$ cat config.mk
export PLATFORM = sky130hd
export DESIGN_NAME = scc_core
export DESIGN_NICKNAME = d
export VERILOG_FILES = /design/src/scc_pkg.sv /design/src/scc_capture_prescaler.sv /design/src/scc_core.sv /design/src/scc_input_filter.sv
export SDC_FILE = /design/constraint.sdc
export NUM_CORES = 1
export LEC_CHECK = 0
export BUFFER_PORTS_ARGS = -buffer_cell sky130_fd_sc_hd__buf_4
export CAP_MARGIN = 0
export CORE_AREA = 2 2 89 134
export CTS_CLUSTER_SIZE = 14
export DETAILED_ROUTE_END_ITERATION = 8
export DIE_AREA = 0 0 91 136
export GPL_ROUTABILITY_DRIVEN = 1
export PLACE_DENSITY = 0.85
export RECOVER_POWER = 100
export SYNTH_ARGS = -nofsm -noshare
export SYNTH_HDL_FRONTEND = slang
export SYNTH_SLANG_ARGS = --single-unit
$ cat constraint.sdc
create_clock -name clk_sys -period 6.9 [get_ports clk_sys]
set_input_delay 0.69 -clock clk_sys [delete_from_list [all_inputs] [get_ports clk_sys]]
set_output_delay 0.69 -clock clk_sys [all_outputs]
set_load 0.03 [all_outputs]
$ cat src/scc_pkg.sv
// shared constants and carrier types of the single channel capture/compare unit
package scc_pkg;

  // ********************************
  // widths
  // ********************************
  localparam int CNT_W = 16;
  localparam int PSC_W = 16;
  localparam int REP_W = 8;
  localparam int FLT_W = 4;
  localparam int ICP_W = 3;

  // ********************************
  // compare control encodings
  // ********************************
  localparam logic [2:0] CMP_FROZEN     = 3'h0;
  localparam logic [2:0] CMP_SET        = 3'h1;
  localparam logic [2:0] CMP_CLEAR      = 3'h2;
  localparam logic [2:0] CMP_TOGGLE     = 3'h3;
  localparam logic [2:0] CMP_FORCE_LOW  = 3'h4;
  localparam logic [2:0] CMP_FORCE_HIGH = 3'h5;
  localparam logic [2:0] CMP_PWM0       = 3'h6;
  localparam logic [2:0] CMP_PWM1       = 3'h7;

  // ********************************
  // channel selections
  // ********************************
  localparam logic [1:0] SRC_OUTPUT   = 2'h0;
  localparam logic       POL_RISING   = 1'b0;
  localparam logic [1:0] ICP_DIV1     = 2'h0;

  // ********************************
  // reset values
  // ********************************
  localparam logic [CNT_W-1:0] CNT_RST = 16'h0000;
  localparam logic [PSC_W-1:0] PSC_RST = 16'h0000;
  localparam logic [REP_W-1:0] REP_RST = 8'h00;
  localparam logic [FLT_W-1:0] FLT_RST = 4'h0;
  localparam logic [ICP_W-1:0] ICP_RST = 3'h0;

  // ********************************
  // carriers
  // ********************************
  typedef struct packed {
    logic             counterEnable;
    logic             updateDisable;
    logic [CNT_W-1:0] autoReload;
    logic [PSC_W-1:0] prescaler;
    logic [REP_W-1:0] repetitionCount;
  } scc_timer_cfg_t;

  typedef struct packed {
    logic             channelPolarity;
    logic [1:0]       captureSourceSelect;
    logic [FLT_W-1:0] captureFilterSetting;
    logic [1:0]       capturePrescale;
    logic [2:0]       compareControl;
    logic             compareShadowEnable;
    logic             channelEnable;
    logic             channelIntEnable;
    logic             channelDmaEnable;
  } scc_chan_cfg_t;

endpackage

$ cat src/scc_capture_prescaler.sv
// input prescaler: several detected edges make one capture event
`timescale 1ns/1ps
`default_nettype none

module scc_capture_prescaler #(
  parameter int ICP_W = scc_pkg::ICP_W
) (
  input  wire logic       clk_sys,
  input  wire logic       reset,
  input  wire logic       clear,
  input  wire logic       edgeEvent,
  input  wire logic [1:0] divideCode,
  output logic            captureEvent
);

  logic [ICP_W-1:0] count_q;
  logic [ICP_W-1:0] count_d;
  logic [ICP_W-1:0] limit;

  // divide by 1, 2, 4 or 8
  assign limit        = ICP_W'((4'h1 << divideCode) - 4'h1);
  assign captureEvent = edgeEvent && !clear && (count_q == limit);
  assign count_d      = (clear || captureEvent) ? scc_pkg::ICP_RST :
                        edgeEvent ? ICP_W'(count_q + 1'b1) : count_q;

  always_ff @(posedge clk_sys) begin
    if (reset) begin
      count_q <= scc_pkg::ICP_RST;
    end else begin
      count_q <= count_d;
    end
  end

endmodule

`default_nettype wire

$ cat src/scc_core.sv
// single channel capture/compare unit with up counter, repetition and shadows
`timescale 1ns/1ps
`default_nettype none

// Overview of operation
// - overflow update occurs once every repetition count plus one counter cycles
// - repetition counter decrements by one at each overflow, and reloads at an overflow where it is zero
// - update generate reloads repetition counter and issues an update event
// - capture copies counter into channel value, sets flag, irq if enabled
// - input is synchronised, then filtered, then edge detected
// - channel polarity picks rising or falling edge for capture
// - input prescaler turns several edges into one capture
// - nonzero source select means input mode, channel value writes ignored
// - capture while flag still set also sets overcapture flag
// - capture raises interrupt and dma request per their enables
// - channel generate raises interrupt or dma request directly
// - compare match sets, clears or toggles output and sets flag
// - compare control 0 hold, 1 high, 2 low, 3 toggle at match
// - codes 6 and 7 are pwm modes, period from reload, duty from value
// - pwm mode 0 with value above reload gives constant active output
// - pwm mode 0 with value zero gives constant inactive output
// - codes 4 and 5 force prepare signal inactive or active
// - shadow enable chooses buffered or immediate channel value writes
// - channel enable gates capture and drives the output
// - counter runs only while counter enable is set
// - counter counts zero to reload, restarts and signals overflow
// - update event loads repetition, reload and prescaler shadows
// - update disable suppresses update events
module scc_core #(
  parameter int CNT_W = scc_pkg::CNT_W,
  parameter int PSC_W = scc_pkg::PSC_W,
  parameter int REP_W = scc_pkg::REP_W
) (
  input  wire logic                   clk_sys,
  input  wire logic                   reset,
  input  wire scc_pkg::scc_timer_cfg_t timerCfg,
  input  wire scc_pkg::scc_chan_cfg_t  chanCfg,
  input  wire logic                   updateGenerate,
  input  wire logic                   channelGenerate,
  input  wire logic                   channelValueWrite,
  input  wire logic [CNT_W-1:0]       channelValueData,
  input  wire logic                   channelFlagClear,
  input  wire logic                   overcaptureFlagClear,
  input  wire logic                   channelInput,
  output logic [CNT_W-1:0]            counterValue,
  output logic [REP_W-1:0]            repetitionCounter,
  output logic [CNT_W-1:0]            channelValue,
  output logic                        channelFlag,
  output logic                        overcaptureFlag,
  output logic                        channelIrq,
  output logic                        channelDmaReq,
  output logic                        updateEvent,
  output logic                        outputPrepare,
  output logic                        channelOut,
  output logic                        channelOutEnable
);

  // ********************************
  // state
  // ********************************
  logic [CNT_W-1:0] counter_q;
  logic [CNT_W-1:0] counter_d;
  logic [PSC_W-1:0] pscCnt_q;
  logic [PSC_W-1:0] pscCnt_d;
  logic [PSC_W-1:0] pscShadow_q;
  logic [CNT_W-1:0] arShadow_q;
  logic [REP_W-1:0] repShadow_q;
  logic [REP_W-1:0] repCnt_q;
  logic [REP_W-1:0] repCnt_d;
  logic [CNT_W-1:0] cvReg_q;
  logic [CNT_W-1:0] cvReg_d;
  logic [CNT_W-1:0] cmpShadow_q;
  logic             eqPrev_q;
  logic             flag_q;
  logic             ovcap_q;
  logic             irq_q;
  logic             dma_q;
  logic             update_q;
  logic             prep_q;
  logic             prep_d;
  logic             out_q;
  logic             oe_q;

  // ********************************
  // counter and repetition decode
  // ********************************
  wire tick       = timerCfg.counterEnable && (pscCnt_q == pscShadow_q);
  wire overflow   = tick && (counter_q == arShadow_q);
  wire repZero    = (repCnt_q == scc_pkg::REP_RST);
  wire updateEvt  = ((overflow && repZero) || updateGenerate) && !timerCfg.updateDisable;

  assign pscCnt_d  = updateGenerate ? scc_pkg::PSC_RST :
                     tick ? scc_pkg::PSC_RST :
                     timerCfg.counterEnable ? PSC_W'(pscCnt_q + 1'b1) : pscCnt_q;
  assign counter_d = (updateGenerate || overflow) ? scc_pkg::CNT_RST :
                     tick ? CNT_W'(counter_q + 1'b1) : counter_q;
  assign repCnt_d  = updateEvt ? timerCfg.repetitionCount :
                     (overflow && repZero) ? repShadow_q :
                     overflow ? REP_W'(repCnt_q - 1'b1) : repCnt_q;

  // ********************************
  // input path
  // ********************************
  wire inputMode = (chanCfg.captureSourceSelect != scc_pkg::SRC_OUTPUT);
  wire capActive = inputMode && chanCfg.channelEnable;
  wire riseEdge;
  wire fallEdge;
  wire filtLevel;
  wire capEvent;

  scc_input_filter #(
    .FLT_W (scc_pkg::FLT_W)
  ) u_filter (
    .clk_sys       (clk_sys),
    .reset         (reset),
    .channelInput  (channelInput),
    .filterSetting (chanCfg.captureFilterSetting),
    .filtered      (filtLevel),
    .riseEdge      (riseEdge),
    .fallEdge      (fallEdge)
  );

  // polarity clear selects the rising edge
  wire selEdge = (chanCfg.channelPolarity == scc_pkg::POL_RISING) ? riseEdge : fallEdge;

  scc_capture_prescaler #(
    .ICP_W (scc_pkg::ICP_W)
  ) u_prescale (
    .clk_sys      (clk_sys),
    .reset        (reset),
    .clear        (!capActive),
    .edgeEvent    (selEdge),
    .divideCode   (chanCfg.capturePrescale),
    .captureEvent (capEvent)
  );

  // ********************************
  // channel value and compare
  // ********************************
  // software writes only land in output mode; capture owns the register otherwise
  assign cvReg_d = capEvent ? counter_q :
                   (channelValueWrite && !inputMode) ? channelValueData : cvReg_q;

  // buffered value follows the register at update, or continuously when unbuffered
  wire [CNT_W-1:0] cmpActive = chanCfg.compareShadowEnable ? cmpShadow_q : cvReg_q;
  wire             cmpEqual  = !inputMode && (counter_q == cmpActive);
  wire             matchEvt  = cmpEqual && !eqPrev_q && timerCfg.counterEnable;
  wire             pwmBelow  = (counter_q < cmpActive);
  wire             chanEvt   = capEvent || matchEvt || channelGenerate;

  always_comb begin
    prep_d = prep_q;
    unique case (chanCfg.compareControl)
      scc_pkg::CMP_FROZEN:     prep_d = prep_q;
      scc_pkg::CMP_SET:        prep_d = matchEvt ? 1'b1 : prep_q;
      scc_pkg::CMP_CLEAR:      prep_d = matchEvt ? 1'b0 : prep_q;
      scc_pkg::CMP_TOGGLE:     prep_d = matchEvt ? !prep_q : prep_q;
      scc_pkg::CMP_FORCE_LOW:  prep_d = 1'b0;
      scc_pkg::CMP_FORCE_HIGH: prep_d = 1'b1;
      scc_pkg::CMP_PWM0:       prep_d = pwmBelow;
      scc_pkg::CMP_PWM1:       prep_d = !pwmBelow;
    endcase
  end

  wire drvOut = chanCfg.channelEnable && !inputMode;

  // ********************************
  // timer registers
  // ********************************
  always_ff @(posedge clk_sys) begin
    if (reset) begin
      counter_q   <= scc_pkg::CNT_RST;
      pscCnt_q    <= scc_pkg::PSC_RST;
      pscShadow_q <= scc_pkg::PSC_RST;
      arShadow_q  <= scc_pkg::CNT_RST;
      repShadow_q <= scc_pkg::REP_RST;
      repCnt_q    <= scc_pkg::REP_RST;
      update_q    <= 1'b0;
    end else begin
      counter_q <= counter_d;
      pscCnt_q  <= pscCnt_d;
      repCnt_q  <= repCnt_d;
      update_q  <= updateEvt;
      if (updateEvt) begin
        pscShadow_q <= timerCfg.prescaler;
        arShadow_q  <= timerCfg.autoReload;
        repShadow_q <= timerCfg.repetitionCount;
      end
    end
  end

  // ********************************
  // channel registers
  // ********************************
  always_ff @(posedge clk_sys) begin
    if (reset) begin
      cvReg_q     <= scc_pkg::CNT_RST;
      cmpShadow_q <= scc_pkg::CNT_RST;
      eqPrev_q    <= 1'b0;
      prep_q      <= 1'b0;
      out_q       <= 1'b0;
      oe_q        <= 1'b0;
    end else begin
      cvReg_q  <= cvReg_d;
      eqPrev_q <= cmpEqual;
      prep_q   <= prep_d;
      out_q    <= drvOut && (prep_q ^ chanCfg.channelPolarity);
      oe_q     <= drvOut;
      if (updateEvt || !chanCfg.compareShadowEnable) begin
        cmpShadow_q <= cvReg_d;
      end
    end
  end

  // ********************************
  // flags and requests
  // ********************************
  // a set arriving with a clear wins, so no event is lost
  always_ff @(posedge clk_sys) begin
    if (reset) begin
      flag_q  <= 1'b0;
      ovcap_q <= 1'b0;
      irq_q   <= 1'b0;
      dma_q   <= 1'b0;
    end else begin
      if (chanEvt) begin
        flag_q <= 1'b1;
      end else if (channelFlagClear) begin
        flag_q <= 1'b0;
      end
      if (capEvent && flag_q) begin
        ovcap_q <= 1'b1;
      end else if (overcaptureFlagClear) begin
        ovcap_q <= 1'b0;
      end
      irq_q <= flag_q && chanCfg.channelIntEnable;
      dma_q <= chanEvt && chanCfg.channelDmaEnable;
    end
  end

  assign counterValue      = counter_q;
  assign repetitionCounter = repCnt_q;
  assign channelValue      = cvReg_q;
  assign channelFlag       = flag_q;
  assign overcaptureFlag   = ovcap_q;
  assign channelIrq        = irq_q;
  assign channelDmaReq     = dma_q;
  assign updateEvent       = update_q;
  assign outputPrepare     = prep_q;
  assign channelOut        = out_q;
  assign channelOutEnable  = oe_q;
endmodule

`default_nettype wire

$ cat src/scc_input_filter.sv
// input synchroniser, digital filter and edge detector of the channel input
`timescale 1ns/1ps
`default_nettype none

module scc_input_filter #(
  parameter int FLT_W = scc_pkg::FLT_W
) (
  input  wire logic             clk_sys,
  input  wire logic             reset,
  input  wire logic             channelInput,
  input  wire logic [FLT_W-1:0] filterSetting,
  output logic                  filtered,
  output logic                  riseEdge,
  output logic                  fallEdge
);

  logic             sync1_q;
  logic             sync2_q;
  logic             filt_q;
  logic             rise_q;
  logic             fall_q;
  logic [FLT_W-1:0] stable_q;
  logic [FLT_W-1:0] stable_d;
  logic             accept;

  // ********************************
  // filter: setting + 1 equal samples
  // ********************************
  assign accept   = (sync2_q != filt_q) && (stable_q == filterSetting);
  assign stable_d = (sync2_q == filt_q || accept) ? '0 : FLT_W'(stable_q + 1'b1);

  always_ff @(posedge clk_sys) begin
    if (reset) begin
      sync1_q  <= 1'b0;
      sync2_q  <= 1'b0;
      filt_q   <= 1'b0;
      rise_q   <= 1'b0;
      fall_q   <= 1'b0;
      stable_q <= '0;
    end else begin
      sync1_q  <= channelInput;
      sync2_q  <= sync1_q;
      stable_q <= stable_d;
      if (accept) begin
        filt_q <= sync2_q;
      end
      rise_q <= accept && sync2_q;
      fall_q <= accept && !sync2_q;
    end
  end

  assign filtered = filt_q;
  assign riseEdge = rise_q;
  assign fallEdge = fall_q;

endmodule

`default_nettype wire

==> results of run 1 <==
## worst paths after layout
kind,end,slack (ns),depth (start not counted)
worst min-delay path,channelOut,0.46,2
worst min register to register,u_filter.sync2_q,0.46,1
worst max-delay path,pscCnt_q[0],2.44,5
worst max register to register,cmpShadow_q[6],3.46,6
## layout by cell type, fill, tap and decap left out, types with 3 or more instances in the layout
cell,netlist,routed
dfxtp_1,133,133
buf_4,0,83
a21oi_1,66,66
nand3_1,59,60
clkbuf_1,40,55
o21ai_0,49,49
nor2_1,49,49
xor2_1,42,42
mux2i_1,37,37
nor3_1,31,31
nor2b_1,26,25
nand2_1,23,23
ha_1,21,21
xnor2_1,19,19
mux2_2,18,18
a211oi_1,17,17
clkbuf_16,0,17
or4_1,12,12
or3_1,12,12
nand4_1,11,11
inv_1,10,10
o31ai_1,9,9
nand2b_1,7,7
nor4_1,8,7
a311oi_1,6,6
and3_1,6,6
and4_1,4,4
nor3b_1,4,4
clkinv_2,0,4
a21o_1,3,3
bufinv_16,0,3
clkbuf_8,0,3
## through the flow
stage,setup WS (ns),total power [uW],hold WS (ns),std cells
floorplan,3.74,964,0.414,755
global placement,3.82,1040,0.427,990
detailed placement,3.79,1050,0.446,990
CTS,3.76,1960,0.437,1022
global route,2.18,2010,0.444,1022
finish,2.44,1950,0.455,1022
## cells by family (layout without fill, tap and decap cells)
logic type      Yosys count  in the layout
fa+ha+maj                21             21
xor+xnor                 61             61
simple gates            262            262
buf+inv                  60            177
compound gates          163            163
mux                      55             55
flops                   133            133
## sequential cells by signal (all words and copies together), names as in the netlist, 3 cells and up
register and cells:
pscCnt_q 16, repetitionCounter 8, pscShadow_q 16, u_prescale.count_q 3, channelValue 16, cmpShadow_q 16
u_filter.stable_q 4, repShadow_q 8, counterValue 16, arShadow_q 16
## power by group through the flow
stage | registers, uW | clock network (uW) | logic (uW)
floorplan | 843 | 0 | 121
global placement | 830 | 0 | 213
detailed placement | 831 | 0 | 221
CTS | 815 | 922 | 224
global route | 818 | 954 | 237
finish | 816 | 916 | 218
## synth_stat cells, types with 3 or more instances
master and count:
a211oi_1 17, nor2b_1 26, o21ai_0 49, or3_1 12, ha_1 21, a311oi_1 6
nand4_1 11, inv_1 10, and4_1 4, a21o_1 3, buf_1 5, nand3_1 59
nor3_1 31, buf_2 4, xor2_1 42, o31ai_1 9, or4_1 12, dfxtp_1 133
nor3b_1 4, clkbuf_1 40, nand2_1 23, a21oi_1 66, nor2_1 49, nand2b_1 7
mux2i_1 37, nor4_1 8, and3_1 6, mux2_2 18, xnor2_1 19
## per-layer routing
metal / vias to the layer above / global-route usage (%) / wire length (um)
li1: 2937 / - / -
met1: 2974 / 33.1 / 6830
met2: 327 / 53.1 / 9510
met3: 79 / 6.49 / 1380
met4: 0 / 17.3 / 888
met5: - / 0 / 0
## layout make-up
cell class	count	area, um^2	area share [%]
multi-input combinational	562	3730	46.4
sequential	133	2660	33.1
timing repair buffer	135	818	10.2
clock buffer	23	478	5.95
tap	150	188	2.33
clock inverter	9	125	1.56
inverter	10	37.5	0.467
==> flow_summary.yaml, run 1 <==
placement:
  portBuffers: 129
  place_area_um2: 7630
  place.gp.congestion: 0.903
  hpwl_um: 12800
synthesis:
  synthesis.nets: 858
  synth.area.mux_share_pct: 8.65
  syn_area_um2: 6630
  yosys_register_bits: 133
  synth_top_family_by_area: "simple AND/OR/NAND/NOR gates"
  syn_inst: 755
  synth_edf_count: 0
  synthTopCellsByArea: "dfxtp_1, mux2i_1, xor2_1"
  seq_area_frac_synth_pct: 40.2
  async_flop_share_pct: 0
  yosys_warnings: 0
  synth-xor-area-share_pct: 8.06
  syn_area_per_cell_um2: 8.77
  yosys.area.top_type_share_pct: 40.2
  synthSimpleGateAreaFrac_pct: 21.1
  synth_fa_ha_area_share_pct: 3.97
  synth_top_flop_cell: "dfxtp_1"
  synth_compound_area_share_pct: 14.4
  synth.distinct_cells: 50
  synth_top_area_cell: "dfxtp_1"
setup_path:
  worst_setup_path_end_kind: "register"
  path_buf_inv: 2
  critical_path_arrival_ns: 4.74
  start_kind: "input pin"
  slowest_delay_ns: 1.95
  crit_type: "in -> reg"
  crit_required_ns: 7.17
  cpLargestDelayFamily: "buffers and inverters"
  reg2reg_from: "pscCnt_q[0]"
  cp_slowest_cell: "clkbuf_1"
  path_cells: "clkbuf_1, clkbuf_1, nor2_1, nand2_1, nor2_1"
  crit_start: "reset"
  crit_fanout: 59
routing:
  postRouteAntennaNets: 0
  dr_total_vias: 6317
  wl_um: 18600
  first_pass_iters: 5
  wire_per_inst_um: 18.2
  dr.first_iter.drc_count: 343
  drc: 0
  via_per_inst: 6.18
sta:
  setup_viol: 0
  tightest_slew_ns: 2.63
  period_minus_slack_ns: 4.46
  finalSetupTns_ns: 0
  final.period_utilization_pct: 64.7
  slew_headroom_pct: -75.2
  skew_ns: 0.00668
  report.final.slew_viol_count: 98
  rsz0062_at_grt: "false"
  max_freq_ghz: 0.224
  hold_viol: 0
finish:
  synthToLayoutAreaGrowth_pct: 21.3
  diodes: 0
  final_layout_size_suffix_gt1_share_pct: 15.7
  fin_area_um2: 8040
  fin_util_pct: 71.2
  nets: 962
  fillers: 879
clock_tree:
  root_buffer: "clkbuf_16"
  cts_tree: "yes"
  cts_setup_buffers: 0
  path_clk_slew_ns: 0.06
  cts_buffers: 17
  postCtsHoldBufs: 0
  cts_resized: 0
  cts_buffer_depth: 2
  cts_sinks: 133
  cts_max_level: 4
  worstSkewPairLatency_ns: 0.42
grt:
  antenna_found_initial: 0
  grt_pass1_vias: 6322
  groute.usage.overall_pct: 30.0
  grt_max_degree: 60
  grt_pass1_wl_um: 29800
  grt-ovfl-total: 0
pwr:
  seqPwrFrac_pct: 41.8
  power_leakage_uw: 0.00317
  p_per_area_nw_per_um2: 243
  switching_share_pct: 24.1
  combinationalPowerShare_pct: 11.2
  vdd_drop_max_v: 0.000191
  clkPwrFrac_pct: 47.0
  intPower_uw: 1480
  p_switching_uw: 470
outcome:
  violations: "capacitance limit, slew limit"
  status: "complete, but fails checks"
floorplan:
  core_um2: 11300
  die_w_um: 91
  die-area_um2: 12400
  initial_utilization_pct: 58.7
  core.rowCount: 48
  die_height_um: 136
  ios: 130
flow_run:
  maxCapViolCount: 2
hold_path:
  min_from: "chanCfg[14]"
  hold_path.class: "in -> reg"
No activity file was read; power rests on OpenSTA's default activity.
==> run 2: changes to the inputs <==
--- a/config.mk
+++ b/config.mk
@@ -7,12 +7,12 @@
 export LEC_CHECK = 0
 export BUFFER_PORTS_ARGS = -buffer_cell sky130_fd_sc_hd__buf_4
 export CAP_MARGIN = 0
-export CORE_AREA = 2 2 89 134
+export CORE_AREA = 2 2 97 146
 export CTS_CLUSTER_SIZE = 14
 export DETAILED_ROUTE_END_ITERATION = 8
-export DIE_AREA = 0 0 91 136
+export DIE_AREA = 0 0 99 148
 export GPL_ROUTABILITY_DRIVEN = 1
-export PLACE_DENSITY = 0.85
+export PLACE_DENSITY = 0.76
 export RECOVER_POWER = 100
 export SYNTH_ARGS = -nofsm -noshare
 export SYNTH_HDL_FRONTEND = slang
==> constraint.sdc (replaced) <==
create_clock -name clk_sys -period 3.65 [get_ports clk_sys]
set_input_delay 0.365 -clock clk_sys [delete_from_list [all_inputs] [get_ports clk_sys]]
set_output_delay 0.365 -clock clk_sys [all_outputs]
set_load 0.03 [all_outputs]
==> run 2 against run 1 <==
  * The flow now finishes without violations
  * Clock skew up 0.0013 ns
  * Sequential power up 89%
  * First-iteration DRC count shrank 18%
  * Global-route usage is 6.0 points lower
  * Sequential share of layout area down 0.47 points
  * Combinational power is 85% higher
  * Cell area is 1.4% higher
  * Power rose by 91%
  * Register-to-register slack got worse by 3.0 ns
  * Critical path type is now reg -> reg
==> flow_summary.yaml, run 2 (synthesis gave the netlist of run 1 again) <==
routing:
  dr_wl_met3_um: 926
  dr.first_iter.drc_count: 282
  dr_total_vias: 6097
  drc: 0
  postRouteAntennaNets: 0
  wl_um: 17600
  first_pass_iters: 5
  top_layer: "met4"
  wire_per_inst_um: 16.8
  met2_length_um: 9070
  met1Wirelength_um: 7100
  via_per_inst: 5.84
sta:
  period_minus_slack_ns: 3.17
  final.period_utilization_pct: 86.7
  hold_viol: 0
  setup_viol: 0
  rsz0062_at_grt: "false"
  report.final.slew_viol_count: 0
  fin_ws_ns: 0.485
  finalSetupTns_ns: 0
  slew_headroom_pct: 27.2
  max_freq_ghz: 0.316
  skew_ns: 0.00800
  tightest_slew_ns: 1.09
setup_path:
  path_buf_inv: 0
  crit_top_cell: "or4_1"
  path_cells: "xor2_1, or4_1, or4_1, or4_1, or4_1, a21oi_1"
  crit_required_ns: 3.98
  crit_fanout: 12
  start_kind: "register"
  critical_path_arrival_ns: 3.50
  slowest_delay_ns: 0.72
  crit_type: "reg -> reg"
  cpLargestDelayFamily: "simple AND/OR/NAND/NOR gates"
  cp_slowest_cell: "or4_1"
  worst_setup_path_end_kind: "register"
finish:
  finalNonFillerCells: 1044
  regArea_um2: 2660
  layout_common_cells: "dfxtp_1, buf_4, a21oi_1"
  final_common_cell: "dfxtp_1"
  multi_input_comb_area_um2: 3730
  fin_area_um2: 8150
  nets: 972
  final_layout_size_suffix_gt1_share_pct: 17.2
  fillers: 1224
  diodes: 0
  synthToLayoutAreaGrowth_pct: 23.1
grt:
  groute.usage.overall_pct: 24.0
  grt_pass1_vias: 5841
  antenna_found_initial: 0
  grt-ovfl-total: 0
  grt_pass1_wl_um: 28700
  grt_max_degree: 70
floorplan:
  die-area_um2: 14700
  initial_utilization_pct: 49.7
  core.rowCount: 52
  die_w_um: 99
  die_height_um: 148
  ios: 130
  core_um2: 13300
clock_tree:
  cts_max_level: 4
  cts_tree: "yes"
  path_clk_slew_ns: 0.06
  postCtsHoldBufs: 0
  cts_resized: 0
  root_buffer: "clkbuf_16"
  cts_buffers: 17
  cts_setup_buffers: 0
  cts_sinks: 133
  cts_buffer_depth: 2
  worstSkewPairLatency_ns: 0.41
pwr:
  p_per_area_nw_per_um2: 456
  power_leakage_uw: 0.00323
  vdd_drop_max_v: 0.000321
hold_path:
  hold_path.class: "in -> reg"
placement:
  dp.cells: 1012
  hpwl_um: 12300
  place_area_um2: 7730
  place.gp.congestion: 0.838
  pre_cts_slack_ns: 0.478
  portBuffers: 129
flow_run:
  maxCapViolCount: 0
outcome:
  status: "completed"
==> run 2: cell type report <==
cell class	instances	area share [%]
flip-flops and latches	133	32.7
clock buffers	21	5.77
well taps	162	2.49
clock inverters	11	1.84
multi-input cells	562	45.7
inverters	10	0.460
repair buffers	145	11.1
==> run 2: stage by stage <==
stage               util (%)  hold WS [ns]  total power [uW]
global placement        57.9         0.417              1980
CTS                     62.6         0.129              3750
finish                  61.1         0.139              3720
detailed placement      57.9         0.420              1990
floorplan                  -         0.414              1820
global route            61.1         0.130              3840
==> run 2: power breakdown <==
group	internal, uW	total [uW]	switching, uW
registers	1500	1540	38.0
clock network	1130	1780	647
logic	175	403	228
total	2800	3720	913
==> run 2: worst paths after layout <==
| check | cells after the start | startpoint | end | slack (ns) |
|---|---|---|---|---|
| min | 2 | chanCfg[13] | channelOutEnable | 0.14 |
| max reg2reg | 6 | pscCnt_q[10] | counterValue[15] | 0.48 |
| max | 6 | pscCnt_q[10] | counterValue[15] | 0.48 |
| min reg2reg | 1 | u_filter.sync1_q | u_filter.sync2_q | 0.43 |
==> run 2: layer usage <==
layer  up-vias  global-route usage [%]
met5         -                       0
met4         0                    10.7
met3        37                    3.78
met2       221                    42.0
met1      2882                    28.7
li1       2957                       -
==> run 3: changes to the inputs <==
--- a/config.mk
+++ b/config.mk
@@ -8,6 +8,7 @@
 export BUFFER_PORTS_ARGS = -buffer_cell sky130_fd_sc_hd__buf_4
 export CAP_MARGIN = 0
 export CORE_AREA = 2 2 97 146
+export CTS_BUF_LIST = sky130_fd_sc_hd__clkbuf_8 sky130_fd_sc_hd__clkbuf_16
 export CTS_CLUSTER_SIZE = 14
 export DETAILED_ROUTE_END_ITERATION = 8
 export DIE_AREA = 0 0 99 148
==> run 3 against run 2 <==
  * Via count stayed put
  * Global-route usage unchanged
  * Power about the same
  * Clock power is essentially flat
  * Clock skew is the same
  * Highest routed layer unchanged
==> flow_summary.yaml, run 3 (synthesis gave the netlist of run 1 again) <==
sta:
  skew_ns: 0.00800
  slew_headroom_pct: 27.2
  report.final.slew_viol_count: 0
  finalSetupTns_ns: 0
  period_minus_slack_ns: 3.17
  tightest_slew_ns: 1.09
  max_freq_ghz: 0.316
  hold_viol: 0
  holdWs_ns: 0.139
  rsz0062_at_grt: "false"
  setup_viol: 0
  final.period_utilization_pct: 86.7
finish:
  layout_common_cells: "dfxtp_1, buf_4, a21oi_1"
  final_layout_size_suffix_gt1_share_pct: 17.2
  synthToLayoutAreaGrowth_pct: 23.1
  diodes: 0
  nets: 972
  final_common_cell: "dfxtp_1"
placement:
  place.gp.congestion: 0.838
  hpwl_um: 12300
  portBuffers: 129
hold_path:
  hold_path.class: "in -> reg"
  whs_endpoint: "channelOutEnable"
  min_from: "chanCfg[13]"
  whs_path_depth: 2
grt:
  grt_max_degree: 70
  grt-ovfl-total: 0
  groute.usage.overall_pct: 24.0
  grt_pass1_vias: 5841
  grt_pass1_wl_um: 28700
  antenna_found_initial: 0
clock_tree:
  worstSkewPairLatency_ns: 0.41
  root_buffer: "clkbuf_16"
  postCtsHoldBufs: 0
  cts_resized: 0
  cts_buffers: 17
  path_clk_slew_ns: 0.06
  cts_sinks: 133
  cts_max_level: 4
  cts_tree: "yes"
  cts_buffer_depth: 2
  cts_setup_buffers: 0
setup_path:
  r2r_end: "counterValue[15]"
  critical_path_arrival_ns: 3.50
  start_kind: "register"
  crit_type: "reg -> reg"
  r2r_cells: 6
  cp_slowest_cell: "or4_1"
  crit_top_cell: "or4_1"
  crit_required_ns: 3.98
  worst_setup_path_end_kind: "register"
  reg2reg_from: "pscCnt_q[10]"
  ff2ff_setup_slack_ns: 0.48
  path_cells: "xor2_1, or4_1, or4_1, or4_1, or4_1, a21oi_1"
  crit_fanout: 12
  slowest_delay_ns: 0.72
pwr:
  vdd_drop_max_v: 0.000321
  power_leakage_uw: 0.00324
  p_per_area_nw_per_um2: 456
routing:
  wl_um: 17600
  dr.first_iter.drc_count: 282
  wire_per_inst_um: 16.8
  dr_total_vias: 6097
  postRouteAntennaNets: 0
  first_pass_iters: 5
  drc: 0
  via_per_inst: 5.84
outcome:
  status: "completed"
floorplan:
  core_um2: 13300
  core.rowCount: 52
  die_height_um: 148
  initial_utilization_pct: 49.7
  ios: 130
  die-area_um2: 14700
  die_w_um: 99
flow_run:
  maxCapViolCount: 0
[run 3: cell count changes in the layout (fill, tap and decap cells not counted), sizes merged]
cell / change
clkbuf: -1
inv: +1
[run 3: layout make-up]
class | instances | area, um^2
clock buffer | 20 | 467
clock inverter | 12 | 154
fill | 1224 | 5180
inverter | 10 | 37.5
multi-input combinational | 562 | 3730
sequential | 133 | 2660
tap | 162 | 203
timing repair buffer | 145 | 905
[run 3: how the worst max path moves through the flow]
| stage | depth (start not counted) | startpoint | slack [ns] | to |
|---|---|---|---|---|
| final | 6 | pscCnt_q[10] | 0.48 | counterValue[15] |
| after global routing | 6 | pscCnt_q[10] | 0.32 | counterValue[15] |
| after CTS | 6 | pscCnt_q[10] | 0.47 | cmpShadow_q[6] |
| after detailed placement | 6 | pscCnt_q[10] | 0.48 | cmpShadow_q[1] |
| after global placement | 6 | pscCnt_q[0] | 0.56 | cmpShadow_q[1] |
| after floorplan | 9 | pscCnt_q[0] | 0.69 | cmpShadow_q[10] |
[run 3: power by group]
part           switching, uW  internal (uW)
sequential              38.0           1500
combinational            228            175
clock                    647           1130
total                    913           2800
[run 3: routing by layer]
layer  GRT usage [%]  share of wire [%]  vias to the layer above
li1                -                  -                     2957
met1            28.7                 40                     2882
met2            42.0                 52                      221
met3            3.78                5.3                       37
met4            10.7                2.6                        0
met5               0                  0                        -
[run 3: critical path, delay by kind of cell, from the launching register on]
kind             cells  cell delay [ns]
XOR/XNOR             1             0.12
AO/OA/AOI/OAI        1             0.14
flip-flops           1             0.41
AND/OR/NAND/NOR      4             2.42
[run 3: metrics by stage]
stage                     power, uW  utilization (%)  instance area (um^2)  std cells  worst slack, ns
after floorplan                1820                -                  6630        755            0.685
after CTS                      3750             62.6                  8350       1044            0.470
after detailed placement       1990             57.9                  7730       1012            0.478
after global placement         1980             57.9                  7730       1012            0.564
final                          3710             61.1                  8150       1044            0.485
after global routing           3840             61.1                  8150       1044            0.323
